<file path="src/hw/sftx_pkg.sv">
// shared constants and types of the single-edge nibble frame transmitter
// assumes a 20 MHz reference clock and a 32-bit register port
package sftx_pkg;

  // clock and tick timing
  localparam int          CLK_HZ       = 20_000_000;
  localparam int          TICK_TIME_NS = 3000;
  localparam logic [7:0]  TICK_DIV_RST = 8'((TICK_TIME_NS * (CLK_HZ / 1_000_000)) / 1000 - 1);

  // nibble and frame lengths in ticks
  localparam logic [11:0] LOW_TICKS    = 12'h005;
  localparam logic [11:0] HIGH_BASE    = 12'h007;
  localparam logic [11:0] SYNC_TICKS   = 12'h038;
  localparam logic [11:0] PAUSE_MIN    = 12'h00c;
  localparam logic [11:0] PAUSE_RST    = 12'h0c8;
  localparam logic [11:0] FULL_SCALE   = 12'hfff;

  // checksum
  localparam logic [3:0]  CRC_SEED     = 4'h5;
  localparam logic [3:0]  CRC_POLY     = 4'hd;

  // register byte addresses
  localparam logic [7:0]  ADDR_CTRL    = 8'h00;
  localparam logic [7:0]  ADDR_TICK    = 8'h04;
  localparam logic [7:0]  ADDR_DRIVE   = 8'h08;
  localparam logic [7:0]  ADDR_PAUSE   = 8'h0c;
  localparam logic [7:0]  ADDR_UNIT    = 8'h10;
  localparam logic [7:0]  ADDR_SERIAL  = 8'h14;
  localparam logic [7:0]  ADDR_STATUS  = 8'h18;

  // control and unit field positions
  localparam int          CTRL_EN_BIT     = 0;
  localparam int          CTRL_MODE_LSB   = 1;
  localparam int          CTRL_PAUSE_BIT  = 3;
  localparam int          CTRL_SERIAL_BIT = 4;
  localparam int          UNIT_ADDR_LSB   = 0;
  localparam int          UNIT_CNT_LSB    = 2;

  // reset values
  localparam logic [4:0]  CTRL_RST     = 5'h01;
  localparam logic [1:0]  DRIVE_RST    = 2'h1;
  localparam logic [3:0]  UNIT_RST     = 4'h0;
  localparam logic [15:0] SERIAL_RST   = 16'h0000;

  // frame segments
  localparam logic [2:0]  SEG_SYNC     = 3'h0;
  localparam logic [2:0]  SEG_STAT     = 3'h1;
  localparam logic [2:0]  SEG_D0       = 3'h2;
  localparam logic [2:0]  SEG_D1       = 3'h3;
  localparam logic [2:0]  SEG_D2       = 3'h4;
  localparam logic [2:0]  SEG_CRC      = 3'h5;
  localparam logic [2:0]  SEG_PAUSE    = 3'h6;

  typedef enum logic [1:0] {
    MODE_FREE = 2'h0,
    MODE_TRIG = 2'h1,
    MODE_ADDR = 2'h2,
    MODE_POLL = 2'h3
  } sftx_mode_t;

  typedef enum logic [2:0] {
    ST_IDLE = 3'h1,
    ST_LOW  = 3'h2,
    ST_HIGH = 3'h4
  } sftx_state_t;

endpackage : sftx_pkg

</file>
<file path="src/hw/sftx_crc4.sv">
// four-bit frame checksum over three data nibbles
// assumes the caller holds the data steady for the whole frame
`timescale 1ns/1ps
module sftx_crc4 (
  // data nibbles, first sent nibble in the top bits
  input  wire logic [11:0] data_nib,
  // checksum nibble
  output logic      [3:0]  crc_nib
);

  function automatic logic [3:0] crc_calc(input logic [11:0] d);
    logic [15:0] msg;
    logic [3:0]  c;
    logic        fb;
    msg = {d, 4'h0};
    c   = sftx_pkg::CRC_SEED;
    for (int i = 15; i >= 0; i--)
    begin
      fb = c[3];
      c  = {c[2:0], msg[i]};
      if (fb)
      begin
        c = c ^ sftx_pkg::CRC_POLY;
      end
    end
    return c;
  endfunction : crc_calc

  // augmented division, seed then trailing zero nibble
  assign crc_nib = crc_calc(data_nib); // [RL16]

endmodule : sftx_crc4

</file>
<file path="src/hw/sftx_top.sv">
// single-edge nibble frame transmitter with register port
// assumes synchronous inputs, open-drain line pulled up outside
// Summary of operation
// [RL1] angle sent as unsigned 12-bit full-scale code
// [RL2] frame options come from loaded configuration registers
// [RL3] free-streaming mode sends frames without request
// [RL4] triggered mode sends only on receiver request
// [RL5] shared line: only addressed or polled unit sends
// [RL6] nibble is low interval then high interval
// [RL7] low interval always five ticks
// [RL8] high interval seven ticks plus nibble value
// [RL9] tick period programmable, intervals counted in ticks
// [RL10] falling edge drive strength is programmable
// [RL11] sync, status, data, crc, optional pause order
// [RL12] status nibble carries status and serial bits
// [RL13] data nibbles carry angle, crc follows
// [RL14] optional pause pulse after crc nibble
// [RL15] programming mode aborts frame at once
// [RL16] sync 56 ticks, standard four-bit checksum
// [RL17] receiver derives tick from sync length
//
// Implementation choices: strobed register access and the address map.
`timescale 1ns/1ps
module sftx_top (
  // clock, reset, enable
  input  wire logic        ref_clk,
  input  wire logic        rst_n,
  input  wire logic        ce,
  // register port
  input  wire logic [7:0]  reg_addr,
  input  wire logic [31:0] reg_wdata,
  input  wire logic        reg_we,
  input  wire logic        reg_re,
  output logic      [31:0] reg_rdata,
  // measurement and status
  input  wire logic [15:0] angle_in,
  input  wire logic [3:0]  status_in,
  input  wire logic        prog_mode,
  // frame requests
  input  wire logic        trig_req,
  input  wire logic        addr_req,
  input  wire logic [1:0]  addr_sel,
  input  wire logic        poll_req,
  // line
  output logic             sent_out,
  output logic             sent_oe,
  output logic      [1:0]  sent_drive,
  // frame status
  output logic             frame_busy,
  output logic             frame_done
);

  sftx_pkg::sftx_state_t state_reg;
  sftx_pkg::sftx_mode_t  mode;
  logic [4:0]  ctrl_reg;
  logic [7:0]  tick_div_reg;
  logic [1:0]  drive_reg;
  logic [11:0] pause_reg;
  logic [3:0]  unit_reg;
  logic [15:0] serial_reg;
  logic [31:0] rdata_reg;
  logic [7:0]  div_lat_reg;
  logic [7:0]  presc_reg;
  logic        tick;
  logic [2:0]  seg_reg;
  logic [11:0] tcnt_reg;
  logic [11:0] high_len;
  logic        oe_reg;
  logic        done_reg;
  logic        pause_lat_reg;
  logic        req_pend_reg;
  logic        req_set;
  logic [1:0]  poll_cnt_reg;
  logic [11:0] angle_hold_reg;
  logic [11:0] angle_code;
  logic [3:0]  stat_nib_reg;
  logic [3:0]  stat_nib_next;
  logic [11:0] data_nib_reg;
  logic [3:0]  crc_nib;
  logic [3:0]  ser_idx_reg;
  logic [15:0] frame_cnt_reg;
  logic        start;
  logic        seg_end;
  logic        last_seg;
  logic        tx_en;
  logic        pause_en;
  logic        serial_en;
  logic [1:0]  unit_addr;
  logic [1:0]  unit_cnt;

  function automatic logic [3:0] nib_of(input logic [2:0] seg, input logic [3:0] st,
                                        input logic [11:0] dat, input logic [3:0] crc);
    logic [3:0] n;
    n = 4'h0;
    unique case (seg)
      sftx_pkg::SEG_STAT: n = st;
      sftx_pkg::SEG_D0:   n = dat[11:8];
      sftx_pkg::SEG_D1:   n = dat[7:4];
      sftx_pkg::SEG_D2:   n = dat[3:0];
      sftx_pkg::SEG_CRC:  n = crc;
      default:            n = 4'h0;
    endcase
    return n;
  endfunction : nib_of

  function automatic logic [11:0] high_ticks(input logic [2:0] seg, input logic [3:0] nib,
                                             input logic [11:0] pause);
    logic [11:0] h;
    if (seg == sftx_pkg::SEG_SYNC)
    begin
      h = sftx_pkg::SYNC_TICKS - sftx_pkg::LOW_TICKS; // [RL16] [RL17]
    end
    else if (seg == sftx_pkg::SEG_PAUSE)
    begin
      h = (pause < sftx_pkg::PAUSE_MIN) ? sftx_pkg::HIGH_BASE : pause - sftx_pkg::LOW_TICKS;
    end
    else
    begin
      h = sftx_pkg::HIGH_BASE + {8'h00, nib};
    end
    return h;
  endfunction : high_ticks

  assign tx_en      = ctrl_reg[sftx_pkg::CTRL_EN_BIT];
  assign mode       = sftx_pkg::sftx_mode_t'(ctrl_reg[sftx_pkg::CTRL_MODE_LSB +: 2]);
  assign pause_en   = ctrl_reg[sftx_pkg::CTRL_PAUSE_BIT];
  assign serial_en  = ctrl_reg[sftx_pkg::CTRL_SERIAL_BIT];
  assign unit_addr  = unit_reg[sftx_pkg::UNIT_ADDR_LSB +: 2];
  assign unit_cnt   = unit_reg[sftx_pkg::UNIT_CNT_LSB +: 2];

  // configuration registers
  always_ff @(posedge ref_clk or negedge rst_n)
  begin
    if (!rst_n)
    begin
      ctrl_reg     <= sftx_pkg::CTRL_RST;
      tick_div_reg <= sftx_pkg::TICK_DIV_RST;
      drive_reg    <= sftx_pkg::DRIVE_RST;
      pause_reg    <= sftx_pkg::PAUSE_RST;
      unit_reg     <= sftx_pkg::UNIT_RST;
      serial_reg   <= sftx_pkg::SERIAL_RST;
    end
    else if (ce && reg_we)
    begin
      unique case (reg_addr)
        sftx_pkg::ADDR_CTRL:   ctrl_reg     <= reg_wdata[4:0]; // [RL2]
        sftx_pkg::ADDR_TICK:   tick_div_reg <= reg_wdata[7:0]; // [RL9]
        sftx_pkg::ADDR_DRIVE:  drive_reg    <= reg_wdata[1:0]; // [RL10]
        sftx_pkg::ADDR_PAUSE:  pause_reg    <= reg_wdata[11:0];
        sftx_pkg::ADDR_UNIT:   unit_reg     <= reg_wdata[3:0];
        sftx_pkg::ADDR_SERIAL: serial_reg   <= reg_wdata[15:0];
        default:               ;
      endcase
    end
  end

  // read data, one cycle after the strobe
  always_ff @(posedge ref_clk or negedge rst_n)
  begin
    if (!rst_n)
    begin
      rdata_reg <= 32'h0000_0000;
    end
    else if (ce)
    begin
      rdata_reg <= 32'h0000_0000;
      if (reg_re)
      begin
        unique case (reg_addr)
          sftx_pkg::ADDR_CTRL:   rdata_reg <= {27'h0, ctrl_reg};
          sftx_pkg::ADDR_TICK:   rdata_reg <= {24'h0, tick_div_reg};
          sftx_pkg::ADDR_DRIVE:  rdata_reg <= {30'h0, drive_reg};
          sftx_pkg::ADDR_PAUSE:  rdata_reg <= {20'h0, pause_reg};
          sftx_pkg::ADDR_UNIT:   rdata_reg <= {28'h0, unit_reg};
          sftx_pkg::ADDR_SERIAL: rdata_reg <= {16'h0, serial_reg};
          sftx_pkg::ADDR_STATUS: rdata_reg <= {frame_cnt_reg, angle_hold_reg, 2'h0, prog_mode, frame_busy};
          default:               rdata_reg <= 32'h0000_0000;
        endcase
      end
    end
  end

  assign reg_rdata  = rdata_reg;
  assign sent_drive = drive_reg; // [RL10]

  // frame request qualification
  assign req_set = (mode == sftx_pkg::MODE_TRIG && trig_req) || // [RL4]
                   (mode == sftx_pkg::MODE_ADDR && addr_req && addr_sel == unit_addr) || // [RL5]
                   (mode == sftx_pkg::MODE_POLL && poll_req && poll_cnt_reg == unit_addr); // [RL5]

  assign start = ce && state_reg == sftx_pkg::ST_IDLE && tx_en && !prog_mode &&
                 (mode == sftx_pkg::MODE_FREE || req_pend_reg); // [RL3] [RL4]

  // pending request, a new request beats the clear
  always_ff @(posedge ref_clk or negedge rst_n)
  begin
    if (!rst_n)
    begin
      req_pend_reg <= 1'b0;
    end
    else if (ce)
    begin
      if (req_set)
      begin
        req_pend_reg <= 1'b1;
      end
      else if (start || mode == sftx_pkg::MODE_FREE)
      begin
        req_pend_reg <= 1'b0;
      end
    end
  end

  // poll sequence position
  always_ff @(posedge ref_clk or negedge rst_n)
  begin
    if (!rst_n)
    begin
      poll_cnt_reg <= 2'h0;
    end
    else if (ce && poll_req && mode == sftx_pkg::MODE_POLL)
    begin
      poll_cnt_reg <= (poll_cnt_reg == unit_cnt) ? 2'h0 : poll_cnt_reg + 2'h1; // [RL5]
    end
  end

  // angle sampling: at request when requested, else at frame start
  assign angle_code = angle_in[15:4]; // [RL1]

  always_ff @(posedge ref_clk or negedge rst_n)
  begin
    if (!rst_n)
    begin
      angle_hold_reg <= 12'h000;
    end
    else if (ce && (req_set || (start && mode == sftx_pkg::MODE_FREE)))
    begin
      angle_hold_reg <= angle_code; // [RL1] [RL4]
    end
  end

  // status nibble with optional serial message bit
  always_comb
  begin
    stat_nib_next = status_in;
    if (serial_en)
    begin
      stat_nib_next = {serial_reg[4'hf - ser_idx_reg], ser_idx_reg == 4'h0, status_in[1:0]}; // [RL12]
    end
  end

  // frame contents latched at start
  always_ff @(posedge ref_clk or negedge rst_n)
  begin
    if (!rst_n)
    begin
      stat_nib_reg  <= 4'h0;
      data_nib_reg  <= 12'h000;
      div_lat_reg   <= sftx_pkg::TICK_DIV_RST;
      pause_lat_reg <= 1'b0;
    end
    else if (start)
    begin
      stat_nib_reg  <= stat_nib_next; // [RL12]
      data_nib_reg  <= (mode == sftx_pkg::MODE_FREE) ? angle_code : angle_hold_reg; // [RL13]
      div_lat_reg   <= tick_div_reg; // [RL9]
      pause_lat_reg <= pause_en; // [RL14]
    end
  end

  sftx_crc4 u_crc (
    .data_nib (data_nib_reg),
    .crc_nib  (crc_nib)
  ); // [RL13]

  // tick prescaler, realigned at each frame start
  always_ff @(posedge ref_clk or negedge rst_n)
  begin
    if (!rst_n)
    begin
      presc_reg <= 8'h00;
    end
    else if (ce)
    begin
      if (start || prog_mode || state_reg == sftx_pkg::ST_IDLE)
      begin
        presc_reg <= 8'h00;
      end
      else
      begin
        presc_reg <= (presc_reg == div_lat_reg) ? 8'h00 : presc_reg + 8'h01; // [RL9]
      end
    end
  end

  assign tick     = ce && state_reg != sftx_pkg::ST_IDLE && presc_reg == div_lat_reg;
  assign high_len = high_ticks(seg_reg, nib_of(seg_reg, stat_nib_reg, data_nib_reg, crc_nib), pause_reg);
  assign seg_end  = tick && state_reg == sftx_pkg::ST_HIGH && tcnt_reg == high_len - 12'h001;
  assign last_seg = seg_reg == sftx_pkg::SEG_PAUSE || (seg_reg == sftx_pkg::SEG_CRC && !pause_lat_reg);

  // nibble sequencer
  always_ff @(posedge ref_clk or negedge rst_n)
  begin
    if (!rst_n)
    begin
      state_reg <= sftx_pkg::ST_IDLE;
      seg_reg   <= sftx_pkg::SEG_SYNC;
      tcnt_reg  <= 12'h000;
      oe_reg    <= 1'b0;
      done_reg  <= 1'b0;
    end
    else if (ce)
    begin
      done_reg <= 1'b0;
      if (prog_mode)
      begin
        state_reg <= sftx_pkg::ST_IDLE; // [RL15]
        seg_reg   <= sftx_pkg::SEG_SYNC;
        tcnt_reg  <= 12'h000;
        oe_reg    <= 1'b0; // [RL15]
      end
      else
      begin
        unique case (state_reg)
          sftx_pkg::ST_IDLE:
          begin
            if (start)
            begin
              state_reg <= sftx_pkg::ST_LOW; // [RL11]
              seg_reg   <= sftx_pkg::SEG_SYNC;
              tcnt_reg  <= 12'h000;
              oe_reg    <= 1'b1;
            end
          end
          sftx_pkg::ST_LOW:
          begin
            if (tick)
            begin
              if (tcnt_reg == sftx_pkg::LOW_TICKS - 12'h001)
              begin
                state_reg <= sftx_pkg::ST_HIGH; // [RL6] [RL7]
                tcnt_reg  <= 12'h000;
                oe_reg    <= 1'b0;
              end
              else
              begin
                tcnt_reg <= tcnt_reg + 12'h001;
              end
            end
          end
          sftx_pkg::ST_HIGH:
          begin
            if (seg_end)
            begin
              tcnt_reg <= 12'h000; // [RL8] [RL16]
              if (last_seg)
              begin
                state_reg <= sftx_pkg::ST_IDLE; // [RL14]
                seg_reg   <= sftx_pkg::SEG_SYNC;
                done_reg  <= 1'b1;
              end
              else
              begin
                state_reg <= sftx_pkg::ST_LOW; // [RL6] [RL11]
                seg_reg   <= seg_reg + 3'h1;
                oe_reg    <= 1'b1;
              end
            end
            else if (tick)
            begin
              tcnt_reg <= tcnt_reg + 12'h001;
            end
          end
        endcase
      end
    end
  end

  // serial message position and frame count
  always_ff @(posedge ref_clk or negedge rst_n)
  begin
    if (!rst_n)
    begin
      ser_idx_reg   <= 4'h0;
      frame_cnt_reg <= 16'h0000;
    end
    else if (ce && seg_end && last_seg && !prog_mode)
    begin
      frame_cnt_reg <= frame_cnt_reg + 16'h0001;
      ser_idx_reg   <= serial_en ? ser_idx_reg + 4'h1 : 4'h0; // [RL12]
    end
  end

  // open-drain line: drive low only
  assign sent_out   = 1'b0;
  assign sent_oe    = oe_reg; // [RL6]
  assign frame_busy = state_reg != sftx_pkg::ST_IDLE;
  assign frame_done = done_reg;

  // helper: ce cycles spent low in the current interval
  logic [15:0] low_cyc;
  always_ff @(posedge ref_clk or negedge rst_n)
  begin
    if (!rst_n)
    begin
      low_cyc <= 16'h0000;
    end
    else if (!oe_reg)
    begin
      low_cyc <= 16'h0000;
    end
    else if (ce)
    begin
      low_cyc <= low_cyc + 16'h0001;
    end
  end
endmodule : sftx_top

</file>
<file path="config.mk">
export PLATFORM = sky130hd
export DESIGN_NAME = sftx_top
export DESIGN_NICKNAME = d
export VERILOG_FILES = /design/src/hw/sftx_pkg.sv /design/src/hw/sftx_crc4.sv /design/src/hw/sftx_top.sv
export SDC_FILE = /design/constraint.sdc
export NUM_CORES = 1
export LEC_CHECK = 0
export BUFFER_PORTS_ARGS = -buffer_cell sky130_fd_sc_hd__buf_4
export CAP_MARGIN = 20
export CELL_PAD_IN_SITES_DETAIL_PLACEMENT = 0
export CELL_PAD_IN_SITES_GLOBAL_PLACEMENT = 1
export CORE_MARGIN = 4
export CORE_UTILIZATION = 40
export DETAILED_ROUTE_END_ITERATION = 10
export PLACE_DENSITY = 0.77
export SYNTH_ARGS = -nofsm -noshare
export SYNTH_HDL_FRONTEND = slang
export SYNTH_SLANG_ARGS = --single-unit
</file>
<file path="constraint.sdc">
create_clock -name ref_clk -period 8.2 [get_ports ref_clk]
set_input_delay 1.23 -clock ref_clk [delete_from_list [all_inputs] [get_ports ref_clk]]
set_output_delay 1.23 -clock ref_clk [all_outputs]
set_load 0.05 [all_outputs]
</file>
==> results.yml <==
status:
  status: "completed"
timing:
  fin_setup_tns_ps: 0
  relSlewSlack: 0.343
  rsz0062_at_grt: "no"
  finalHoldViolCount: 0
  worst_pin_slew_ps: 985
  period_needed_ps: 5480
  setup_viol: 0
  setup_slack_ps: 2720
  slew_viol_final: 0
  fmax_mhz: 183
  timing.final.crit_share: 0.668
  skew_ps: 16.4
clock_tree:
  postCtsSetupBuffers: 0
  clock-root-buffer: "clkbuf_16"
  clk_pin_slew_ps: 70
  htree_levels: 4
  cts_sinks: 167
  clock_latency_ps: 440
  hold_buffers: 0
  clock_path_buffers: 2
  cts.repair.resized: 0
  numCtsBuffers: 17
  cts_tree: "yes"
logic_synthesis:
  synth_seq_cells: 167
  yosys.area.top_type_share: 0.398
  synth_cells: 935
  synth_area_mm2: 0.00950
  ys_async_sr_fraction: 1.00
  synth_edf_count: 0
  synthTopCellsByArea: "dfrtp_1, mux2_2, dfstp_2"
  syn_avg_cell_area_um2: 10.2
  yosysTopAreaCell: "dfrtp_1"
  yosysUniqueCellTypes: 83
  ys_warn_count: 0
  seq_area_frac_synth: 0.442
  ys.flop_type: "dfrtp_1"
  mappedNetlistNets: 1020
setup_path:
  path_class: "flip-flop to flip-flop"
  startpoint_type: "flip-flop"
  critPathMaxFanout: 24
  arrival_ps: 5840
  r2r_end: "ser_idx_reg[3]"
  cpMostUsedCell: "ha_1"
  crit_start: "seg_reg[1]"
  r2r_slack_ps: 2720
  slowest_delay_ps: 660
  critPathCaptureType: "flip-flop"
  critPathSlowestCell: "or4b_1"
  cp.required_ps: 8570
  worstRegToRegCells: 20
  path_cells: "inv_1 > ha_1 > nor3_1 > a21o_1 > or4_1 > and3_1 > ha_1 > a22oi_1 > inv_1 > ha_1 > xor2_1 > nand4_1 > nor4_1 > mux2i_1 > a211oi_1 > mux2i_1 > nor3_2 > nand4_4 > or4b_1 > nand3_1"
  rr_startpoint: "seg_reg[1]"
drt:
  finalWirelength_um: 24600
  post_drt_wl_per_cell_um: 18.4
  via_per_inst: 5.45
  drtIter0Drc: 552
  firstDrtPassIters: 5
  ant_nets: 0
  drcViolationCount: 0
  vias: 7279
power_and_ir_drop:
  p_leak_nw: 4.93
  finalPower_w: 0.00211
  p_per_area_mw_per_mm2: 190
  vdd_ir_drop_max_mv: 0.110
hold_path:
  min_path_type: "flip-flop to flip-flop"
  hold_path_end: "frame_cnt_reg[15]"
  min_path_cells: 1
  min-delay-start: "frame_cnt_reg[15]"
floorplanning:
  die_x_um: 162
  rows: 56
  die_h_um: 162
  die-area_mm2: 0.0263
  io_pins: 109
  start_util: 0.406
  core_mm2: 0.0234
place:
  dp_hpwl_um: 17800
  gp_congestion: 0.871
  post-place-ws_ps: 2760
  port_buffers: 87
global_route:
  grtUsageTotal: 0.191
  grt_max_degree: 103
  gr-total-overflow: 0
  grt_pass1_vias: 7398
  grt_pass1_wl_um: 40300
  antenna_found_initial: 0
layout:
  antennaDiodeCount: 0
  final_cell_mix: "dfrtp_1, buf_4, nand2_1, mux2_2, nor2_1"
  nNetsFinal: 1089
  drive_gt1_frac: 0.244
  largest_reg_flops: 32
  layout_commonest_cell: "dfrtp_1"
  syn2layout_area_growth_pct: 16.7
run:
  maxCapViolCount: 0
[critical path: cells and delay by family, from the launching register on]
| kind | cells | cell delay [ps] |
|---|---|---|
| adders and majority gates | 3 | 920 |
| buffers and inverters | 2 | 220 |
| and+or+nand+nor | 9 | 2650 |
| DFF | 1 | 480 |
| AOI/OAI and AO/OA | 3 | 730 |
| xor gates and xnor gates | 1 | 150 |
| muxes | 2 | 280 |
[worst max-delay path by stage]
stage	endpoint	cells after the start
final	ser_idx_reg[3]	20
after global routing	ser_idx_reg[3]	20
after CTS	ser_idx_reg[3]	20
after detailed placement	ser_idx_reg[3]	20
after global placement	ser_idx_reg[3]	20
after floorplan	frame_cnt_reg[15]	22
[cells by family after synthesis]
kind of cell | count (synthesis) | share of synthesized area
adder cells (fa/ha/maj) | 14 | 0.0184
buffers and inverters | 107 | 0.0452
flip-flops | 167 | 0.442
AO/OA/AOI/OAI | 202 | 0.143
multiplexers | 100 | 0.121
other | 1 | 0.000395
XOR/XNOR | 71 | 0.0720
AND/OR/NAND/NOR | 273 | 0.158
[per-stage QoR]
step                       util  cell area (um^2)  cells  hold WS [ps]
after floorplan               -              9500    935           441
after global placement    0.446             10400   1303           457
after detailed placement  0.446             10400   1303           462
after CTS                 0.473             11100   1335           475
after global routing      0.474             11100   1336           497
final                     0.474             11100   1336           472
[report_power, final]
| group | total [W] | internal (W) | switching, W |
|---|---|---|---|
| clock | 0.000881 | 0.000496 | 0.000384 |
| combinational | 0.000305 | 0.000132 | 0.000173 |
| sequential | 0.000924 | 0.000869 | 0.0000549 |
| total | 0.00211 | 0.00150 | 0.000612 |
[layout make-up]
type                    instances  area [um^2]
repair buffers                 95          723
clock buffers                  18          429
fillers                      2238        12300
multi-input cells             661         4890
well taps                     319          399
clock inverters                14          214
inverters                      62          233
flip-flops and latches        167         4200
[per-layer routing]
| metal | GRT usage | vias up | wire (um) |
|---|---|---|---|
| met4 | 0.0373 | 0 | 276 |
| met5 | 0 | - | 0 |
| li1 | - | 3497 | - |
| met1 | 0.270 | 3607 | 11800 |
| met2 | 0.307 | 150 | 11500 |
| met3 | 0.0431 | 25 | 1000 |
[cell usage after synthesis, types with 4 or more instances]
cell	instances
dfrtp_1	151
nand2_1	72
mux2_2	69
nor2_1	66
inv_1	62
o21ai_0	52
clkbuf_1	36
xnor2_1	36
a21oi_1	30
xor2_1	30
mux2i_1	26
o22ai_1	25
nand3_1	21
dfstp_2	16
ha_1	14
nand4_1	14
nor3_1	13
or3_1	12
a22o_1	9
a22oi_1	9
a31oi_1	9
and3_1	9
nor2b_1	9
a221oi_1	8
nor4_1	8
nand2b_1	7
nor3b_1	7
nor4_2	6
o21a_1	6
a211oi_1	5
a32oi_1	5
mux4_2	5
o211ai_1	5
a21boi_0	4
and2_1	4
buf_2	4
o2111ai_1	4
or4_1	4
xnor3_1	4
No activity file was read; power rests on OpenSTA's default activity.
